===== src/design/brt_pkg.sv =====
`default_nettype none
package brt_pkg;
  // ==========================================================
  // Clock and timing
  localparam int  CLK_PERIOD_NS    = 10;
  localparam int  LFOSC_PERIOD_US  = 32;
  localparam int  POWERUP_TIMER_WIDTH       = 11;
  localparam int  POWERUP_TIMER_TICKS       = 2048;
  localparam real POWERUP_TIMER_APPROX_MS   = 65.6;
  localparam real POWERUP_TIMER_NOMINAL_MS  = 66.0;
  localparam real POWERUP_TIMER_PRECISE_MS  = 65.5;
  localparam int  OST_WIDTH        = 10;
  localparam int  OST_TICKS        = 1024;
  localparam int  PLL_LOCK_NS      = 2000000;
  localparam int  PLL_LOCK_CYCLES  = (PLL_LOCK_NS + CLK_PERIOD_NS - 1) / CLK_PERIOD_NS;
  localparam int  PLL_WIDTH        = 18;

  // ==========================================================
  // Register map
  localparam logic [7:0] RESET_CONTROL_REG_OFS = 8'h00;
  localparam logic [7:0] VREF_CONTROL_ZERO_OFS = 8'h04;
  localparam logic [7:0] SEQ_STATUS_OFS        = 8'h08;
  localparam int         SOFT_EN_BIT           = 6;
  localparam logic       SOFT_EN_RST           = 1'b1;
  localparam int         VREF_STABLE_BIT       = 6;
  localparam int         STAT_STATE_LSB        = 0;
  localparam int         STAT_DET_EN_BIT       = 8;
  localparam int         STAT_BOR_ACTIVE_BIT   = 9;
  localparam int         STAT_RELEASE_BIT      = 10;
  localparam int         STAT_OST_PEND_BIT     = 11;
  localparam logic [1:0] RESP_OKAY             = 2'h0;
  localparam logic [1:0] RESP_SLVERR           = 2'h2;

  // ==========================================================
  // Types
  typedef enum logic [1:0] {
    BOR_OFF     = 2'h0,
    BOR_SOFT    = 2'h1,
    BOR_NOSLEEP = 2'h2,
    BOR_ON      = 2'h3
  } brt_bor_mode_t;

  typedef enum logic [2:0] {
    OSC_LOW_POWER_CRYSTAL   = 3'h0,
    OSC_CRYSTAL             = 3'h1,
    OSC_FAST_CRYSTAL        = 3'h2,
    OSC_FAST_CRYSTAL_PLL    = 3'h3,
    OSC_RESISTOR_CAPACITOR  = 3'h4,
    OSC_EXTERNAL_CLOCK      = 3'h5,
    OSC_INTERNAL            = 3'h6
  } brt_osc_mode_t;

  typedef struct packed {
    brt_bor_mode_t brownout_mode_cfg;
    logic          powerup_timer_disable_n;
    brt_osc_mode_t osc_mode;
  } brt_cfg_t;

  typedef enum logic [4:0] {
    ST_HOLD = 5'h01,
    ST_POWERUP_TIMER = 5'h02,
    ST_OST  = 5'h04,
    ST_PLL  = 5'h08,
    ST_RUN  = 5'h10
  } brt_state_t;
endpackage : brt_pkg
`default_nettype wire


===== src/design/brt_reset_sequencer.sv =====
`default_nettype none
module brt_reset_sequencer #(
  parameter int PLL_LOCK_CYCLES = brt_pkg::PLL_LOCK_CYCLES,
  parameter int ADDR_W          = 8
) (
  input  wire logic              mclk,
  input  wire logic              resetn,
  input  wire brt_pkg::brt_cfg_t cfg,
  input  wire logic              por_pulse,
  input  wire logic              master_clear_n,
  input  wire logic              brownout_trip,
  input  wire logic              vref_ready,
  input  wire logic              low_freq_internal_osc,
  input  wire logic              osc_input_pin,
  input  wire logic              sleep_mode,
  input  wire logic              pm_wake_osc_stopped,
  input  wire logic              other_vref_request,
  output logic                   brownout_detector_en,
  output logic                   fixed_voltage_ref_en,
  output logic                   brownout_active,
  output logic                   reset_release_n,
  output logic                   clock_ready,
  input  wire logic [ADDR_W-1:0] s_axi_awaddr,
  input  wire logic              s_axi_awvalid,
  output logic                   s_axi_awready,
  input  wire logic [31:0]       s_axi_wdata,
  input  wire logic [3:0]        s_axi_wstrb,
  input  wire logic              s_axi_wvalid,
  output logic                   s_axi_wready,
  output logic [1:0]             s_axi_bresp,
  output logic                   s_axi_bvalid,
  input  wire logic              s_axi_bready,
  input  wire logic [ADDR_W-1:0] s_axi_araddr,
  input  wire logic              s_axi_arvalid,
  output logic                   s_axi_arready,
  output logic [31:0]            s_axi_rdata,
  output logic [1:0]             s_axi_rresp,
  output logic                   s_axi_rvalid,
  input  wire logic              s_axi_rready
);
  // ==========================================================
  // Decode helpers
  function automatic logic reg_hit(input logic [ADDR_W-1:0] a);
    reg_hit = (a == ADDR_W'(brt_pkg::RESET_CONTROL_REG_OFS))
           || (a == ADDR_W'(brt_pkg::VREF_CONTROL_ZERO_OFS))
           || (a == ADDR_W'(brt_pkg::SEQ_STATUS_OFS));
  endfunction : reg_hit

  function automatic logic needs_ost(input brt_pkg::brt_osc_mode_t m);
    needs_ost = (m == brt_pkg::OSC_LOW_POWER_CRYSTAL) || (m == brt_pkg::OSC_CRYSTAL)
             || (m == brt_pkg::OSC_FAST_CRYSTAL) || (m == brt_pkg::OSC_FAST_CRYSTAL_PLL);
  endfunction : needs_ost

  // ==========================================================
  // Pin synchronisers
  localparam int NSYNC = 6;
  // Power-on reads as asserted until the pin itself is seen
  localparam logic [NSYNC-1:0] SYNC_RST = 6'h01;
  logic [NSYNC-1:0] pin_raw;
  logic [NSYNC-1:0] s1_q;
  logic [NSYNC-1:0] s2_q;
  logic             lfosc_prev_q;
  logic             osc_prev_q;

  assign pin_raw = {osc_input_pin, low_freq_internal_osc, vref_ready,
                    brownout_trip, master_clear_n, por_pulse};

  genvar gi;
  generate
    for (gi = 0; gi < NSYNC; gi++)
    begin : g_sync
      always_ff @(posedge mclk)
      begin
        if (!resetn)
        begin
          s1_q[gi] <= SYNC_RST[gi];
          s2_q[gi] <= SYNC_RST[gi];
        end
        else
        begin
          s1_q[gi] <= pin_raw[gi];
          s2_q[gi] <= s1_q[gi];
        end
      end
    end
  endgenerate

  logic por_s;
  logic master_clear_n_n_s;
  logic trip_s;
  logic vref_ready_s;
  logic lfosc_tick;
  logic osc_tick;

  assign por_s        = s2_q[0];
  assign master_clear_n_n_s     = s2_q[1];
  assign trip_s       = s2_q[2];
  assign vref_ready_s = s2_q[3];

  always_ff @(posedge mclk)
  begin
    if (!resetn)
    begin
      lfosc_prev_q <= 1'b0;
      osc_prev_q   <= 1'b0;
    end
    else
    begin
      lfosc_prev_q <= s2_q[4];
      osc_prev_q   <= s2_q[5];
    end
  end

  assign lfosc_tick = s2_q[4] && !lfosc_prev_q;
  assign osc_tick   = s2_q[5] && !osc_prev_q;

  // ==========================================================
  // Brown-out enable and voltage reference
  logic soft_en_q;
  logic soft_en_vis;
  logic det_en_d;
  logic det_en_q;
  logic vref_en_q;
  logic vref_stable_q;
  logic bor_active_q;
  logic bor_reset;

  assign soft_en_vis = soft_en_q && (cfg.brownout_mode_cfg == brt_pkg::BOR_SOFT);

  always_comb
  begin
    unique case (cfg.brownout_mode_cfg)
      brt_pkg::BOR_OFF:     det_en_d = 1'b0;
      brt_pkg::BOR_SOFT:    det_en_d = soft_en_q;
      brt_pkg::BOR_NOSLEEP: det_en_d = !sleep_mode;
      brt_pkg::BOR_ON:      det_en_d = 1'b1;
    endcase
  end

  always_ff @(posedge mclk)
  begin
    if (!resetn)
    begin
      det_en_q  <= 1'b0;
      vref_en_q <= 1'b0;
    end
    else
    begin
      det_en_q  <= det_en_d;
      vref_en_q <= det_en_d || other_vref_request;
    end
  end

  always_ff @(posedge mclk)
  begin
    if (!resetn)
      vref_stable_q <= 1'b0;
    else
      vref_stable_q <= vref_en_q && vref_ready_s;
  end

  always_ff @(posedge mclk)
  begin
    if (!resetn)
      bor_active_q <= 1'b0;
    else
      bor_active_q <= det_en_d && det_en_q && vref_stable_q;
  end

  assign bor_reset = bor_active_q && trip_s;

  // ==========================================================
  // Time-out sequencer
  brt_pkg::brt_state_t state_q;
  brt_pkg::brt_state_t state_d;
  brt_pkg::brt_state_t after_powerup_timer;
  logic                ost_pend_q;
  logic                wake_q;
  logic                powerup_timer_done;
  logic                ost_done;
  logic                pll_done;
  logic                is_pll;

  assign is_pll     = (cfg.osc_mode == brt_pkg::OSC_FAST_CRYSTAL_PLL);
  assign after_powerup_timer = (ost_pend_q && needs_ost(cfg.osc_mode))
                    ? brt_pkg::ST_OST : brt_pkg::ST_RUN;

  always_comb
  begin
    state_d = state_q;
    if (por_s || bor_reset)
      state_d = brt_pkg::ST_HOLD;
    else
    begin
      unique case (state_q)
        brt_pkg::ST_HOLD:
          if (!cfg.powerup_timer_disable_n)
            state_d = brt_pkg::ST_POWERUP_TIMER;
          else
            state_d = after_powerup_timer;
        brt_pkg::ST_POWERUP_TIMER:
          if (powerup_timer_done)
            state_d = after_powerup_timer;
        brt_pkg::ST_OST:
          if (ost_done)
            state_d = is_pll ? brt_pkg::ST_PLL : brt_pkg::ST_RUN;
        brt_pkg::ST_PLL:
          if (pll_done)
            state_d = brt_pkg::ST_RUN;
        brt_pkg::ST_RUN:
          if (pm_wake_osc_stopped && needs_ost(cfg.osc_mode))
            state_d = brt_pkg::ST_OST;
        default:
          state_d = brt_pkg::ST_HOLD;
      endcase
    end
  end

  always_ff @(posedge mclk)
  begin
    if (!resetn)
      state_q <= brt_pkg::ST_HOLD;
    else
      state_q <= state_d;
  end

  always_ff @(posedge mclk)
  begin
    if (!resetn)
      ost_pend_q <= 1'b1;
    else if (por_s)
      ost_pend_q <= 1'b1;
    else if (state_q == brt_pkg::ST_RUN)
      ost_pend_q <= 1'b0;
  end

  always_ff @(posedge mclk)
  begin
    if (!resetn)
      wake_q <= 1'b0;
    else if (state_d == brt_pkg::ST_HOLD || state_d == brt_pkg::ST_RUN)
      wake_q <= 1'b0;
    else if (state_q == brt_pkg::ST_RUN && state_d == brt_pkg::ST_OST)
      wake_q <= 1'b1;
  end

  brt_tick_timer #(
    .WIDTH (brt_pkg::POWERUP_TIMER_WIDTH),
    .LIMIT (brt_pkg::POWERUP_TIMER_TICKS)
  ) u_powerup_timer (
    .mclk   (mclk),
    .resetn (resetn),
    .run    (state_q == brt_pkg::ST_POWERUP_TIMER && !bor_reset),
    .tick   (lfosc_tick),
    .done   (powerup_timer_done)
  );

  brt_tick_timer #(
    .WIDTH (brt_pkg::OST_WIDTH),
    .LIMIT (brt_pkg::OST_TICKS)
  ) u_ost (
    .mclk   (mclk),
    .resetn (resetn),
    .run    (state_q == brt_pkg::ST_OST),
    .tick   (osc_tick),
    .done   (ost_done)
  );

  brt_tick_timer #(
    .WIDTH (brt_pkg::PLL_WIDTH),
    .LIMIT (PLL_LOCK_CYCLES)
  ) u_pll (
    .mclk   (mclk),
    .resetn (resetn),
    .run    (state_q == brt_pkg::ST_PLL),
    .tick   (1'b1),
    .done   (pll_done)
  );

  // ==========================================================
  // Reset release outputs
  always_ff @(posedge mclk)
  begin
    if (!resetn)
      reset_release_n <= 1'b0;
    else
      reset_release_n <= (state_q == brt_pkg::ST_RUN || wake_q) && master_clear_n_n_s
                         && !por_s && !bor_reset;
  end

  always_ff @(posedge mclk)
  begin
    if (!resetn)
      clock_ready <= 1'b0;
    else
      clock_ready <= (state_q == brt_pkg::ST_RUN);
  end

  assign brownout_detector_en = det_en_q;
  assign fixed_voltage_ref_en = vref_en_q;
  assign brownout_active      = bor_active_q;

  // ==========================================================
  // AXI4-Lite write channel
  logic              aw_have_q;
  logic              w_have_q;
  logic [ADDR_W-1:0] awaddr_q;
  logic [31:0]       wdata_q;
  logic [3:0]        wstrb_q;
  logic              do_write;

  assign s_axi_awready = !aw_have_q && !s_axi_bvalid;
  assign s_axi_wready  = !w_have_q && !s_axi_bvalid;
  assign do_write      = aw_have_q && w_have_q && !s_axi_bvalid;

  always_ff @(posedge mclk)
  begin
    if (!resetn)
    begin
      aw_have_q <= 1'b0;
      awaddr_q  <= '0;
    end
    else if (s_axi_awvalid && s_axi_awready)
    begin
      aw_have_q <= 1'b1;
      awaddr_q  <= s_axi_awaddr;
    end
    else if (do_write)
      aw_have_q <= 1'b0;
  end

  always_ff @(posedge mclk)
  begin
    if (!resetn)
    begin
      w_have_q <= 1'b0;
      wdata_q  <= '0;
      wstrb_q  <= '0;
    end
    else if (s_axi_wvalid && s_axi_wready)
    begin
      w_have_q <= 1'b1;
      wdata_q  <= s_axi_wdata;
      wstrb_q  <= s_axi_wstrb;
    end
    else if (do_write)
      w_have_q <= 1'b0;
  end

  always_ff @(posedge mclk)
  begin
    if (!resetn)
    begin
      s_axi_bvalid <= 1'b0;
      s_axi_bresp  <= brt_pkg::RESP_OKAY;
    end
    else if (do_write)
    begin
      s_axi_bvalid <= 1'b1;
      s_axi_bresp  <= reg_hit(awaddr_q) ? brt_pkg::RESP_OKAY : brt_pkg::RESP_SLVERR;
    end
    else if (s_axi_bready)
      s_axi_bvalid <= 1'b0;
  end

  always_ff @(posedge mclk)
  begin
    if (!resetn)
      soft_en_q <= brt_pkg::SOFT_EN_RST;
    else if (do_write && wstrb_q[0]
             && awaddr_q == ADDR_W'(brt_pkg::RESET_CONTROL_REG_OFS)
             && cfg.brownout_mode_cfg == brt_pkg::BOR_SOFT)
      soft_en_q <= wdata_q[brt_pkg::SOFT_EN_BIT];
  end

  // ==========================================================
  // AXI4-Lite read channel
  logic [31:0] rd_word;

  always_comb
  begin
    rd_word = 32'h0000_0000;
    if (s_axi_araddr == ADDR_W'(brt_pkg::RESET_CONTROL_REG_OFS))
      rd_word[brt_pkg::SOFT_EN_BIT] = soft_en_vis;
    else if (s_axi_araddr == ADDR_W'(brt_pkg::VREF_CONTROL_ZERO_OFS))
      rd_word[brt_pkg::VREF_STABLE_BIT] = vref_stable_q;
    else if (s_axi_araddr == ADDR_W'(brt_pkg::SEQ_STATUS_OFS))
    begin
      rd_word[brt_pkg::STAT_STATE_LSB +: 5]     = state_q;
      rd_word[brt_pkg::STAT_DET_EN_BIT]         = det_en_q;
      rd_word[brt_pkg::STAT_BOR_ACTIVE_BIT]     = bor_active_q;
      rd_word[brt_pkg::STAT_RELEASE_BIT]        = reset_release_n;
      rd_word[brt_pkg::STAT_OST_PEND_BIT]       = ost_pend_q;
    end
  end

  assign s_axi_arready = !s_axi_rvalid;

  always_ff @(posedge mclk)
  begin
    if (!resetn)
    begin
      s_axi_rvalid <= 1'b0;
      s_axi_rdata  <= 32'h0000_0000;
      s_axi_rresp  <= brt_pkg::RESP_OKAY;
    end
    else if (s_axi_arvalid && s_axi_arready)
    begin
      s_axi_rvalid <= 1'b1;
      s_axi_rdata  <= rd_word;
      s_axi_rresp  <= reg_hit(s_axi_araddr) ? brt_pkg::RESP_OKAY : brt_pkg::RESP_SLVERR;
    end
    else if (s_axi_rready)
      s_axi_rvalid <= 1'b0;
  end
endmodule : brt_reset_sequencer
`default_nettype wire


===== src/design/brt_tick_timer.sv =====
`default_nettype none
// ==========================================================
// Stage timer counting ticks while run is high
module brt_tick_timer #(
  parameter int WIDTH = 11,
  parameter int LIMIT = 2048
) (
  input  wire logic mclk,
  input  wire logic resetn,
  input  wire logic run,
  input  wire logic tick,
  output logic      done
);
  logic [WIDTH-1:0] cnt_q;
  logic             done_q;

  always_ff @(posedge mclk)
  begin
    if (!resetn || !run)
      cnt_q <= '0;
    else if (tick && !done_q)
      cnt_q <= cnt_q + 1'b1;
  end

  always_ff @(posedge mclk)
  begin
    if (!resetn || !run)
      done_q <= 1'b0;
    else if (tick && cnt_q == WIDTH'(LIMIT - 1))
      done_q <= 1'b1;
  end

  assign done = done_q;
endmodule : brt_tick_timer
`default_nettype wire


===== config.mk =====
export PLATFORM = sky130hd
export DESIGN_NAME = brt_reset_sequencer
export DESIGN_NICKNAME = d
export VERILOG_FILES = /design/src/design/brt_pkg.sv /design/src/design/brt_reset_sequencer.sv /design/src/design/brt_tick_timer.sv
export SDC_FILE = /design/constraint.sdc
export NUM_CORES = 1
export LEC_CHECK = 0
export ABC_AREA = 1
export BUFFER_PORTS_ARGS = -buffer_cell sky130_fd_sc_hd__buf_2
export CAP_MARGIN = 20
export CORE_MARGIN = 2
export CORE_UTILIZATION = 50
export DETAILED_ROUTE_END_ITERATION = 16
export HOLD_SLACK_MARGIN = 0.03
export PLACE_DENSITY = 0.77
export SLEW_MARGIN = 20
export SYNTH_ARGS = -nofsm -noshare
export SYNTH_HDL_FRONTEND = slang
export SYNTH_SLANG_ARGS = --single-unit

===== constraint.sdc =====
create_clock -name mclk -period 2.8 [get_ports mclk]
set_clock_uncertainty 0.2 [all_clocks]
set_input_delay 0.56 -clock mclk [delete_from_list [all_inputs] [get_ports mclk]]
set_output_delay 0.56 -clock mclk [all_outputs]
set_load 0.005 [all_outputs]

==> results of run 1 <==
==> worst min-delay path, delay by kind of cell <==
family,cells,cell delay (ns)
buffers and inverters,2,0.11
AND/OR/NAND/NOR,1,0.04
==> sequential cells by signal (all words and copies together) (netlist names), 2 cells and up <==
name	count
s2_q	2
s1_q	6
u_powerup_timer.cnt_q	11
u_ost.cnt_q	10
s_axi_rdata	10
state_q	5
awaddr_q	8
u_pll.cnt_q	18
==> final cells by class <==
cell class	instances	area (µm²)
clock buffer	9	123.9
clock inverter	7	100.1
fill	771	3428
inverter	77	289.0
multi-input combinational	401	1984
sequential	96	1922
tap	105	131.4
timing repair buffer	63	320.3
==> layer usage <==
layer / wire [µm] / vias up
met4: 174 / 0
met2: 4093 / 86
met3: 431 / 17
li1: - / 1940
met1: 3639 / 1690
met5: 0 / -
==> per-stage QoR <==
stage / cell area, µm² / hold WS (ns) / total power, mW / util (%)
floorplan: 4420 / 0.1905 / 1.567 / -
global placement: 4647 / 0.1919 / 1.600 / 55.99
detailed placement: 4647 / 0.2013 / 1.606 / 55.99
CTS: 4871 / 0.1475 / 2.582 / 58.69
global route: 4871 / 0.1508 / 2.658 / 58.69
finish: 4871 / 0.1615 / 2.557 / 58.69
==> power groups by stage <==
| stage | combinational, mW | clock [mW] | sequential (mW) |
|---|---|---|---|
| CTS | 0.160 | 1.01 | 1.42 |
| global placement | 0.154 | 0 | 1.45 |
| finish | 0.159 | 0.983 | 1.42 |
| global route | 0.183 | 1.05 | 1.42 |
| detailed placement | 0.159 | 0 | 1.45 |
| floorplan | 0.123 | 0 | 1.44 |
==> layout by cell type, fill, tap and decap left out, drive strengths merged, types with 3 or more instances in the layout <==
| cell | count |
|---|---|
| nor3 | 17 |
| nand3 | 37 |
| o21a | 3 |
| clkbuf | 9 |
| nand2 | 115 |
| nor4 | 3 |
| nand4 | 8 |
| nor2 | 88 |
| inv | 79 |
| or2 | 8 |
| clkinv | 4 |
| xor2 | 4 |
| dfxtp | 96 |
| nand3b | 5 |
| o21ai | 28 |
| a21oi | 46 |
| conb | 24 |
| buf | 63 |
| ha | 3 |
==> cells by family (layout without fill, tap and decap cells) <==
logic type	after synthesis	in the layout	synth area share (%)
XOR/XNOR	5	5	1.010
buffers and inverters	110	156	11.86
AND/OR/NAND/NOR	285	285	30.98
flip-flops	96	96	44.34
other	1	24	0.08652
AO/OA/AOI/OAI	84	84	10.85
adder cells (fa/ha/maj)	3	3	0.8661
==> path summary, 6_finish.rpt <==
| check | startpoint | to | slack (ns) | cells after the start |
|---|---|---|---|---|
| worst min-delay path | master_clear_n | s1_q[1]$_SDFF_PN0_ | 0.16 | 3 |
| worst min register to register | s1_q[5]$_SDFF_PN0_ | s2_q[5]$_SDFF_PN0_ | 0.22 | 2 |
| worst max register to register | state_q[3]$_SDFF_PN0_ | u_powerup_timer.cnt_q[3]$_SDFFE_PP0P_ | 0.90 | 6 |
| worst max-delay path | state_q[3]$_SDFF_PN0_ | u_powerup_timer.cnt_q[3]$_SDFFE_PP0P_ | 0.90 | 6 |
==> results.toml, run 1 <==
[outcome]
status = "complete, no violations"

[routing]
wl_per_cell_um = 11.00
drt-initial-drc-count = 117
drc = 0
drtPass1Iterations = 4
antenna_left = 0
via_per_inst = 4.925
drt_wl_total_mm = 8.339
num_vias = 3733

[pwr]
power_switching_mw = 0.6546
power_frac_seq_pct = 55.4
power_density_nw_per_um2 = 525.0
p_clk_share_pct = 38.4
combPwrFrac_pct = 6.2
peakVddDrop_v = 0.0003133
switching_share_pct = 25.60
p_int_mw = 1.903
power.leakage_nw = 2.062

[setup_path]
critical_path.max_fanout = 11
crit_chain = "nor2_4 > nand3_2 > nor3_2 > inv_1 > a21oi_1 > o21a_1"
setup.worst_path.end_class = "register"
max_stage_delay_ns = 0.49
critical_path_buf_inv_count = 1
required_ns = 2.91
cp-start-kind = "register"
arrival_ns = 2.02
cp_top_family = "simple AND/OR/NAND/NOR gates"
setup.worst_path.class = "reg -> reg"
slowest_stage = "nor3_2"

[sta]
fmax_mhz = 525.2
relSlewSlack_pct = 56.41
setup_viol = 0
hold_violations = 0
rsz0062_at_grt = "no"
drv_slew = 0
fin_crit_sh_pct = 68.00
worst_slew_pin_slew_ns = 0.6514
tns_ns = 0
setup_slack_ns = 0.8960
period_needed_ns = 1.904

[grt]
globalRouteTotalUtil_pct = 17.95
grt_pass1_vias = 3449
busiest_layer = "met2"
grtUsageMet3_pct = 4.317
grt_max_degree = 29
overflow = 0
grtUsageMet2_pct = 32.53
grt_pass1_wl_mm = 14.24
antenna_found_initial = 0
met1_usage_pct = 20.05

[floorplanning]
fp.dieW_um = 97.11
io_pins = 120
core_um2 = 8299
initial_core_util_pct = 52.22
dieHeight_um = 97.11
die_area_um2 = 9429
core.rowCount = 33

[cts]
post_cts_buffers = 0
clk_latency_ns = 0.37
cts_buffer_depth = 2
cts_buffers = 9
cts_htree_levels = 3
cts_tree = "built"
ctsHoldBuffers = 0
cts_resized = 0
cts-root-buf = "clkbuf_8"
clock-sinks = 96
clk_pin_slew_worst_paths_ns = 0.11

[logic_synthesis]
ys_seq_elements = 96
synth_edf_count = 0
synth_area_leaders = "dfxtp_1 44%, nand2_1 9.8%, nor2_1 6.5%"
synthArstFlopShare_pct = 0
synth_common_cells = "113 x nand2_1, 96 x dfxtp_1, 75 x nor2_1"
syn_area_per_cell_um2 = 7.422
synth_top_area_share_pct = 44.34
synth-main-ff-cell = "dfxtp_1"
synth.most_common_cell = "nand2_1"
ys.warnings.count = 0
syn_inst = 584
synthesis.area_um2 = 4334
yosysSeqAreaShare_pct = 44.34
synth_area_leader_cell = "dfxtp_1"
synth.distinct_cells = 39

[final_layout]
diodes = 0
stdcell_count = 758
area_delta_synth_final_pct = 12.38
nets = 725
drive_gt1_share_pct = 18.68

[placement]
place.gp.congestion = 0.7994
dpl.hpwl_mm = 6.252
io_buffer_count = 61
placement.setup.worst_slack_ns = 0.6550
placed_cells = 742

[worst_hold_path]
min_path_type = "in -> reg"

[job]
maxCapViolCount = 0
Note: power is estimated with default switching activity, not from simulation.
==> run 2, diff against run 1 <==
- ABC_AREA: 1 -> 0
- clock period: 2.8 -> 1.9 ns (I/O delays scaled with it)
==> run 2 against run 1 <==
Compared with the run above:
- critical path depth decreased by 2
- worst setup slack got worse by 0.85 ns
- cell area increased by 4.5%
- combinational power increased by 57%
- wire length increased by 8.7%
- clock power increased by 38%
- largest cell class unchanged
- largest power group unchanged
==> results.toml, run 2 <==
[setup_path]
required_ns = 1.96
crit_chain = "or3b_2 > nor4b_4 > a21boi_0 > a311o_1"
max_stage_delay_ns = 0.51
critical_path.max_fanout = 3
arrival_ns = 1.92
setup.worst_path.class = "reg -> reg"
cp-start-kind = "register"
setup.worst_path.end_class = "register"
slowest_stage = "or3b_2"

[pwr]
switching_share_pct = 24.14
p_int_mw = 2.802
power_switching_mw = 0.8917
p_clk_share_pct = 37.0
power_density_nw_per_um2 = 725.7
combPwrFrac_pct = 6.8
power.leakage_nw = 2.044
power_frac_seq_pct = 56.3
peakVddDrop_v = 0.0003997

[floorplanning]
core_um2 = 8175
io_pins = 120
dieHeight_um = 95.81
core.rowCount = 33
initial_core_util_pct = 51.55
die_area_um2 = 9179
fp.dieW_um = 95.81

[cts]
clock-sinks = 96
cts-root-buf = "clkbuf_8"
cts_buffers = 9
cts_buffer_depth = 2
cts_htree_levels = 3
clk_pin_slew_worst_paths_ns = 0.10
clk_latency_ns = 0.37
cts_tree = "built"

[logic_synthesis]
synth_area_leader_cell = "dfxtp_1"
yosysSeqAreaShare_pct = 45.61
synthArstFlopShare_pct = 0
synthesis.area_um2 = 4214
synth.most_common_cell = "dfxtp_1"
synth_common_cells = "96 x dfxtp_1, 51 x nor2_1, 33 x a21oi_1"
ys.warnings.count = 0
syn_inst = 472
synth_area_leaders = "dfxtp_1 46%, nor2_1 4.5%, buf_4 4.5%"
synth_top_area_share_pct = 45.61
ys_seq_elements = 96
synth-main-ff-cell = "dfxtp_1"
syn_area_per_cell_um2 = 8.928
synth_edf_count = 0
synth.distinct_cells = 68

[routing]
drtPass1Iterations = 4
drt_wl_total_mm = 9.063
wl_per_cell_um = 13.43
drt-initial-drc-count = 107
antenna_left = 0
num_vias = 3581
drc = 0
via_per_inst = 5.305

[outcome]
status = "complete, no violations"

[final_layout]
final_common_cell = "dfxtp_1"
fin_util_pct = 62.26
largest_reg_flops = 18
area_delta_synth_final_pct = 20.78
drive_gt1_share_pct = 24.56
nets = 642
regMostFlops = "u_pll.cnt_q"
stdcell_count = 675
layout_common_cells = "90 x dfxtp_1, 61 x buf_2, 51 x nor2_1"
largestRegisters = "u_pll.cnt_q x18, u_powerup_timer.cnt_q x11"
diodes = 0

[grt]
overflow = 0
grt_max_degree = 19
antenna_found_initial = 0
grt_pass1_vias = 3256
globalRouteTotalUtil_pct = 19.72
grt_pass1_wl_mm = 14.26

[sta]
hold_violations = 0
fin_crit_sh_pct = 97.49
fmax_mhz = 539.9
tns_ns = 0
setup_slack_ns = 0.04771
setup_viol = 0
drv_slew = 0
period_needed_ns = 1.852

[placement]
place.gp.congestion = 0.8564
placement.setup.worst_slack_ns = -0.009545
placed_cells = 648
io_buffer_count = 61
dpl.hpwl_mm = 6.373

[worst_hold_path]
min_path_type = "in -> reg"

[job]
maxCapViolCount = 0
run 2: cell count changes in the layout (fill, tap and decap cells not counted), sizes merged, moves of 10 or more:
cell,change
and2,+12
buf,+31
dlygate4sd3,+10
xnor2,+12
inv,-66
nor2,-37
a21oi,-13
nand3,-19
o21ai,-17
nand2,-83
run 2: final cells by class:
| class | instances | area [µm²] |
|---|---|---|
| multi-input combinational | 343 | 2132 |
| inverter | 11 | 41.29 |
| sequential | 96 | 1929 |
| tap | 105 | 131.4 |
| timing repair buffer | 104 | 653.1 |
| clock inverter | 6 | 75.07 |
| fill | 690 | 3085 |
| clock buffer | 10 | 127.6 |
run 2: final timing paths:
| check | startpoint | end | slack [ns] | cells after the start |
|---|---|---|---|---|
| setup / recovery | awaddr_q[2]$_SDFFE_PN0P_ | soft_en_q$_SDFFE_PN1P_ | 0.05 | 4 |
| hold / removal | vref_ready | s1_q[3]$_SDFF_PN0_ | 0.03 | 2 |
| setup reg to reg | awaddr_q[2]$_SDFFE_PN0P_ | soft_en_q$_SDFFE_PN1P_ | 0.05 | 4 |
| hold reg to reg | s1_q[0]$_SDFF_PN1_ | por_s$_SDFF_PN1_ | 0.21 | 1 |
run 2: cells by family (layout without fill, tap and decap cells):
logic type      Yosys count  count (layout)  share of synthesized area, %
simple gates            210             210                         27.94
flops                    96              96                         45.61
compound gates           77              77                         11.76
buf+inv                  56             131                         7.541
xor+xnor                 25              25                         5.196
mux                       4               4                        0.9798
fa+ha+maj                 3               3                        0.8908
other cells               1              24                       0.08899
run 2: what timing repair did:
item / 4_1_cts / 5_1_grt
hold endpoints to repair: 10 / 0
endpoints found under the setup margin: 1 / 10
pin swaps: 0 / 2
buffers inserted: 0 / 1
hold buffers: 10 / 0
resized for setup: 1 / 18
run 2: routing by layer:
layer | GRT usage (%) | part of all wire [%] | routed length (µm) | vias to the layer above
met5 | 0 | 0 | 0 | -
met4 | 9.405 | 2.1 | 192 | 0
met3 | 3.837 | 4.6 | 420 | 17
met2 | 33.74 | 49 | 4417 | 106
met1 | 23.73 | 44 | 4032 | 1670
li1 | - | - | - | 1788
run 2: critical path, delay by kind of cell (launching register included):
family / cells / cell delay, ns
simple gates: 2 / 0.76
compound gates: 2 / 0.44
flops: 1 / 0.34
run 2: power groups by stage:
| stage | registers, mW | logic, mW | clock network (mW) |
|---|---|---|---|
| after floorplan | 2.12 | 0.162 | 0 |
| after global placement | 2.12 | 0.219 | 0 |
| after detailed placement | 2.12 | 0.225 | 0 |
| after CTS | 2.08 | 0.243 | 1.39 |
| after global routing | 2.09 | 0.283 | 1.47 |
| final | 2.08 | 0.250 | 1.36 |
run 2: through the flow:
stage | cell area [µm²] | total power, mW | hold slack (ns)
2_1_floorplan | 4300 | 2.280 | 0.1863
3_3_place_gp | 4701 | 2.341 | 0.1969
3_5_place_dp | 4701 | 2.349 | 0.1917
4_1_cts | 5010 | 3.707 | 0.03002
5_1_grt | 5090 | 3.836 | 0.03682
6_report | 5090 | 3.694 | 0.03038
==> run 3, diff against run 2 <==
- ABC_AREA: 0 -> 1
- PLACE_DENSITY: 0.77 -> unset
- PLACE_DENSITY_LB_ADDON: unset -> 0.15
==> run 3 against run 2 <==
Compared with the run above:
- critical path depth rose by 2
- clock power grew 7%
- highest routed layer unchanged
- cell area shrank 2.5%
- sequential share of layout area up 0.82 points
- via count grew 3.6%
==> results.toml, run 3 (synthesis gave the netlist of run 1 again) <==
[sta]
tns_ns = 0
fmax_mhz = 604.2
fin_crit_sh_pct = 87.11
rsz0062_at_grt = "no"
setup_viol = 0
period_needed_ns = 1.655
drv_slew = 0
hold_violations = 0

[cts]
clk_latency_ns = 0.37
cts_htree_levels = 3
cts-root-buf = "clkbuf_8"
cts_buffers = 9
cts_resized = 0
ctsHoldBuffers = 7
cts_buffer_depth = 2
cts_tree = "built"
clock-sinks = 96
post_cts_buffers = 0
clk_pin_slew_worst_paths_ns = 0.10

[routing]
drc = 0
antenna_left = 0
num_vias = 3711
drt-initial-drc-count = 101
wl_per_cell_um = 10.83
via_per_inst = 4.832
drt_wl_total_mm = 8.320
drtPass1Iterations = 5

[floorplanning]
fp.dieW_um = 97.11
initial_core_util_pct = 52.22
core.rowCount = 33
dieHeight_um = 97.11
io_pins = 120
die_area_um2 = 9429
core_um2 = 8299

[setup_path]
critical_path.max_fanout = 4
setup.worst_path.class = "reg -> reg"
setup.worst_path.end_class = "register"
cp-start-kind = "register"
required_ns = 1.96
arrival_ns = 1.71

[grt]
globalRouteTotalUtil_pct = 18.26
grt_max_degree = 29
overflow = 0
grt_pass1_vias = 3470
grt_pass1_wl_mm = 14.60
antenna_found_initial = 0

[final_layout]
nets = 736
area_delta_synth_final_pct = 14.49
postLayoutCellArea_um2 = 4962
largestRegisters = "u_pll.cnt_q x18, u_powerup_timer.cnt_q x11"
regMostFlops = "u_pll.cnt_q"
layout_common_cells = "113 x nand2_1, 96 x dfxtp_1, 75 x nor2_1"
final_common_cell = "nand2_1"
fillers = 760
diodes = 0
largest_reg_flops = 18
drive_gt1_share_pct = 18.85

[placement]
dpl_cell_area_um2 = 4677
dpl.hpwl_mm = 6.118
io_buffer_count = 61
place.gp.congestion = 0.7971

[worst_hold_path]
min_path_type = "in -> reg"

[job]
maxCapViolCount = 0

[pwr]
peakVddDrop_v = 0.0004599
power_density_nw_per_um2 = 762.7
power.leakage_nw = 2.110

[outcome]
status = "complete, no violations"
[run 3: cell count changes in the layout (fill, tap and decap cells not counted), moves of 8 or more]
cell and delta:
nand2_1 +81, buf_4 -27, inv_1 +59, and2_1 -12, nor2_1 +24, o21ai_0 +8, o21ai_1 +9, nand3_1 +16
nor2b_1 -9, a22oi_1 -9, nand2b_1 -9, xor2_1 -8, xnor2_1 -12
[run 3: metrics by stage]
| step | setup WS (ns) | util (%) | instances | hold slack, ns | power [mW] |
|---|---|---|---|---|---|
| finish | 0.2450 | 59.79 | 768 | 0.05592 | 3.785 |
| floorplan | 0.3957 | - | 607 | 0.1905 | 2.309 |
| global route | 0.09853 | 59.79 | 768 | 0.05506 | 3.951 |
| CTS | 0.2503 | 59.79 | 768 | 0.04687 | 3.835 |
| detailed placement | 0.1412 | 56.35 | 746 | 0.1985 | 2.369 |
| global placement | 0.1558 | 56.35 | 746 | 0.1959 | 2.364 |
[run 3: report_power, final]
group / internal (mW) / leakage, nW / total [mW] / switching (mW)
clock: 0.744 / 0.110 / 1.45 / 0.708
combinational: 0.105 / 1.22 / 0.248 / 0.143
sequential: 2.06 / 0.781 / 2.08 / 0.0251
total: 2.91 / 2.11 / 3.78 / 0.877
[run 3: final timing paths]
path,from,to,slack (ns),cells past startpoint
max,u_powerup_timer.cnt_q[0]$_SDFFE_PP0P_,u_powerup_timer.cnt_q[10]$_SDFFE_PP0P_,0.24,6
min,s_axi_awaddr[1],awaddr_q[1]$_SDFFE_PN0P_,0.06,3
max reg2reg,u_powerup_timer.cnt_q[0]$_SDFFE_PP0P_,u_powerup_timer.cnt_q[10]$_SDFFE_PP0P_,0.24,6
min reg2reg,s1_q[3]$_SDFF_PN0_,vref_ready_s$_SDFF_PN0_,0.22,2
[run 3: layout make-up]
type,instances,area (µm²),area share [%]
Clock buffer,9,123.9,2.496
Multi-Input combinational cell,401,1984,39.99
Tap cell,105,131.4,2.648
Inverter,77,289.0,5.825
Timing Repair Buffer,74,420.4,8.472
Sequential cell,96,1922,38.73
Clock inverter,6,91.34,1.841
[run 3: critical path: stages, from the launching register on]
cell,delay (ns)
dfxtp_1,0.37
ha_1,0.24
nand3_1,0.11
nor3_1,0.32
nand3_1,0.14
o21ai_1,0.14
a21oi_1,0.05
[run 3: layer usage]
metal	GRT usage [%]	part of all wire [%]	up-vias
li1	-	-	1962
met5	0	0	-
met1	21.55	46	1659
met3	4.964	4.9	6
met2	32.85	48	84
met4	4.442	0.93	0
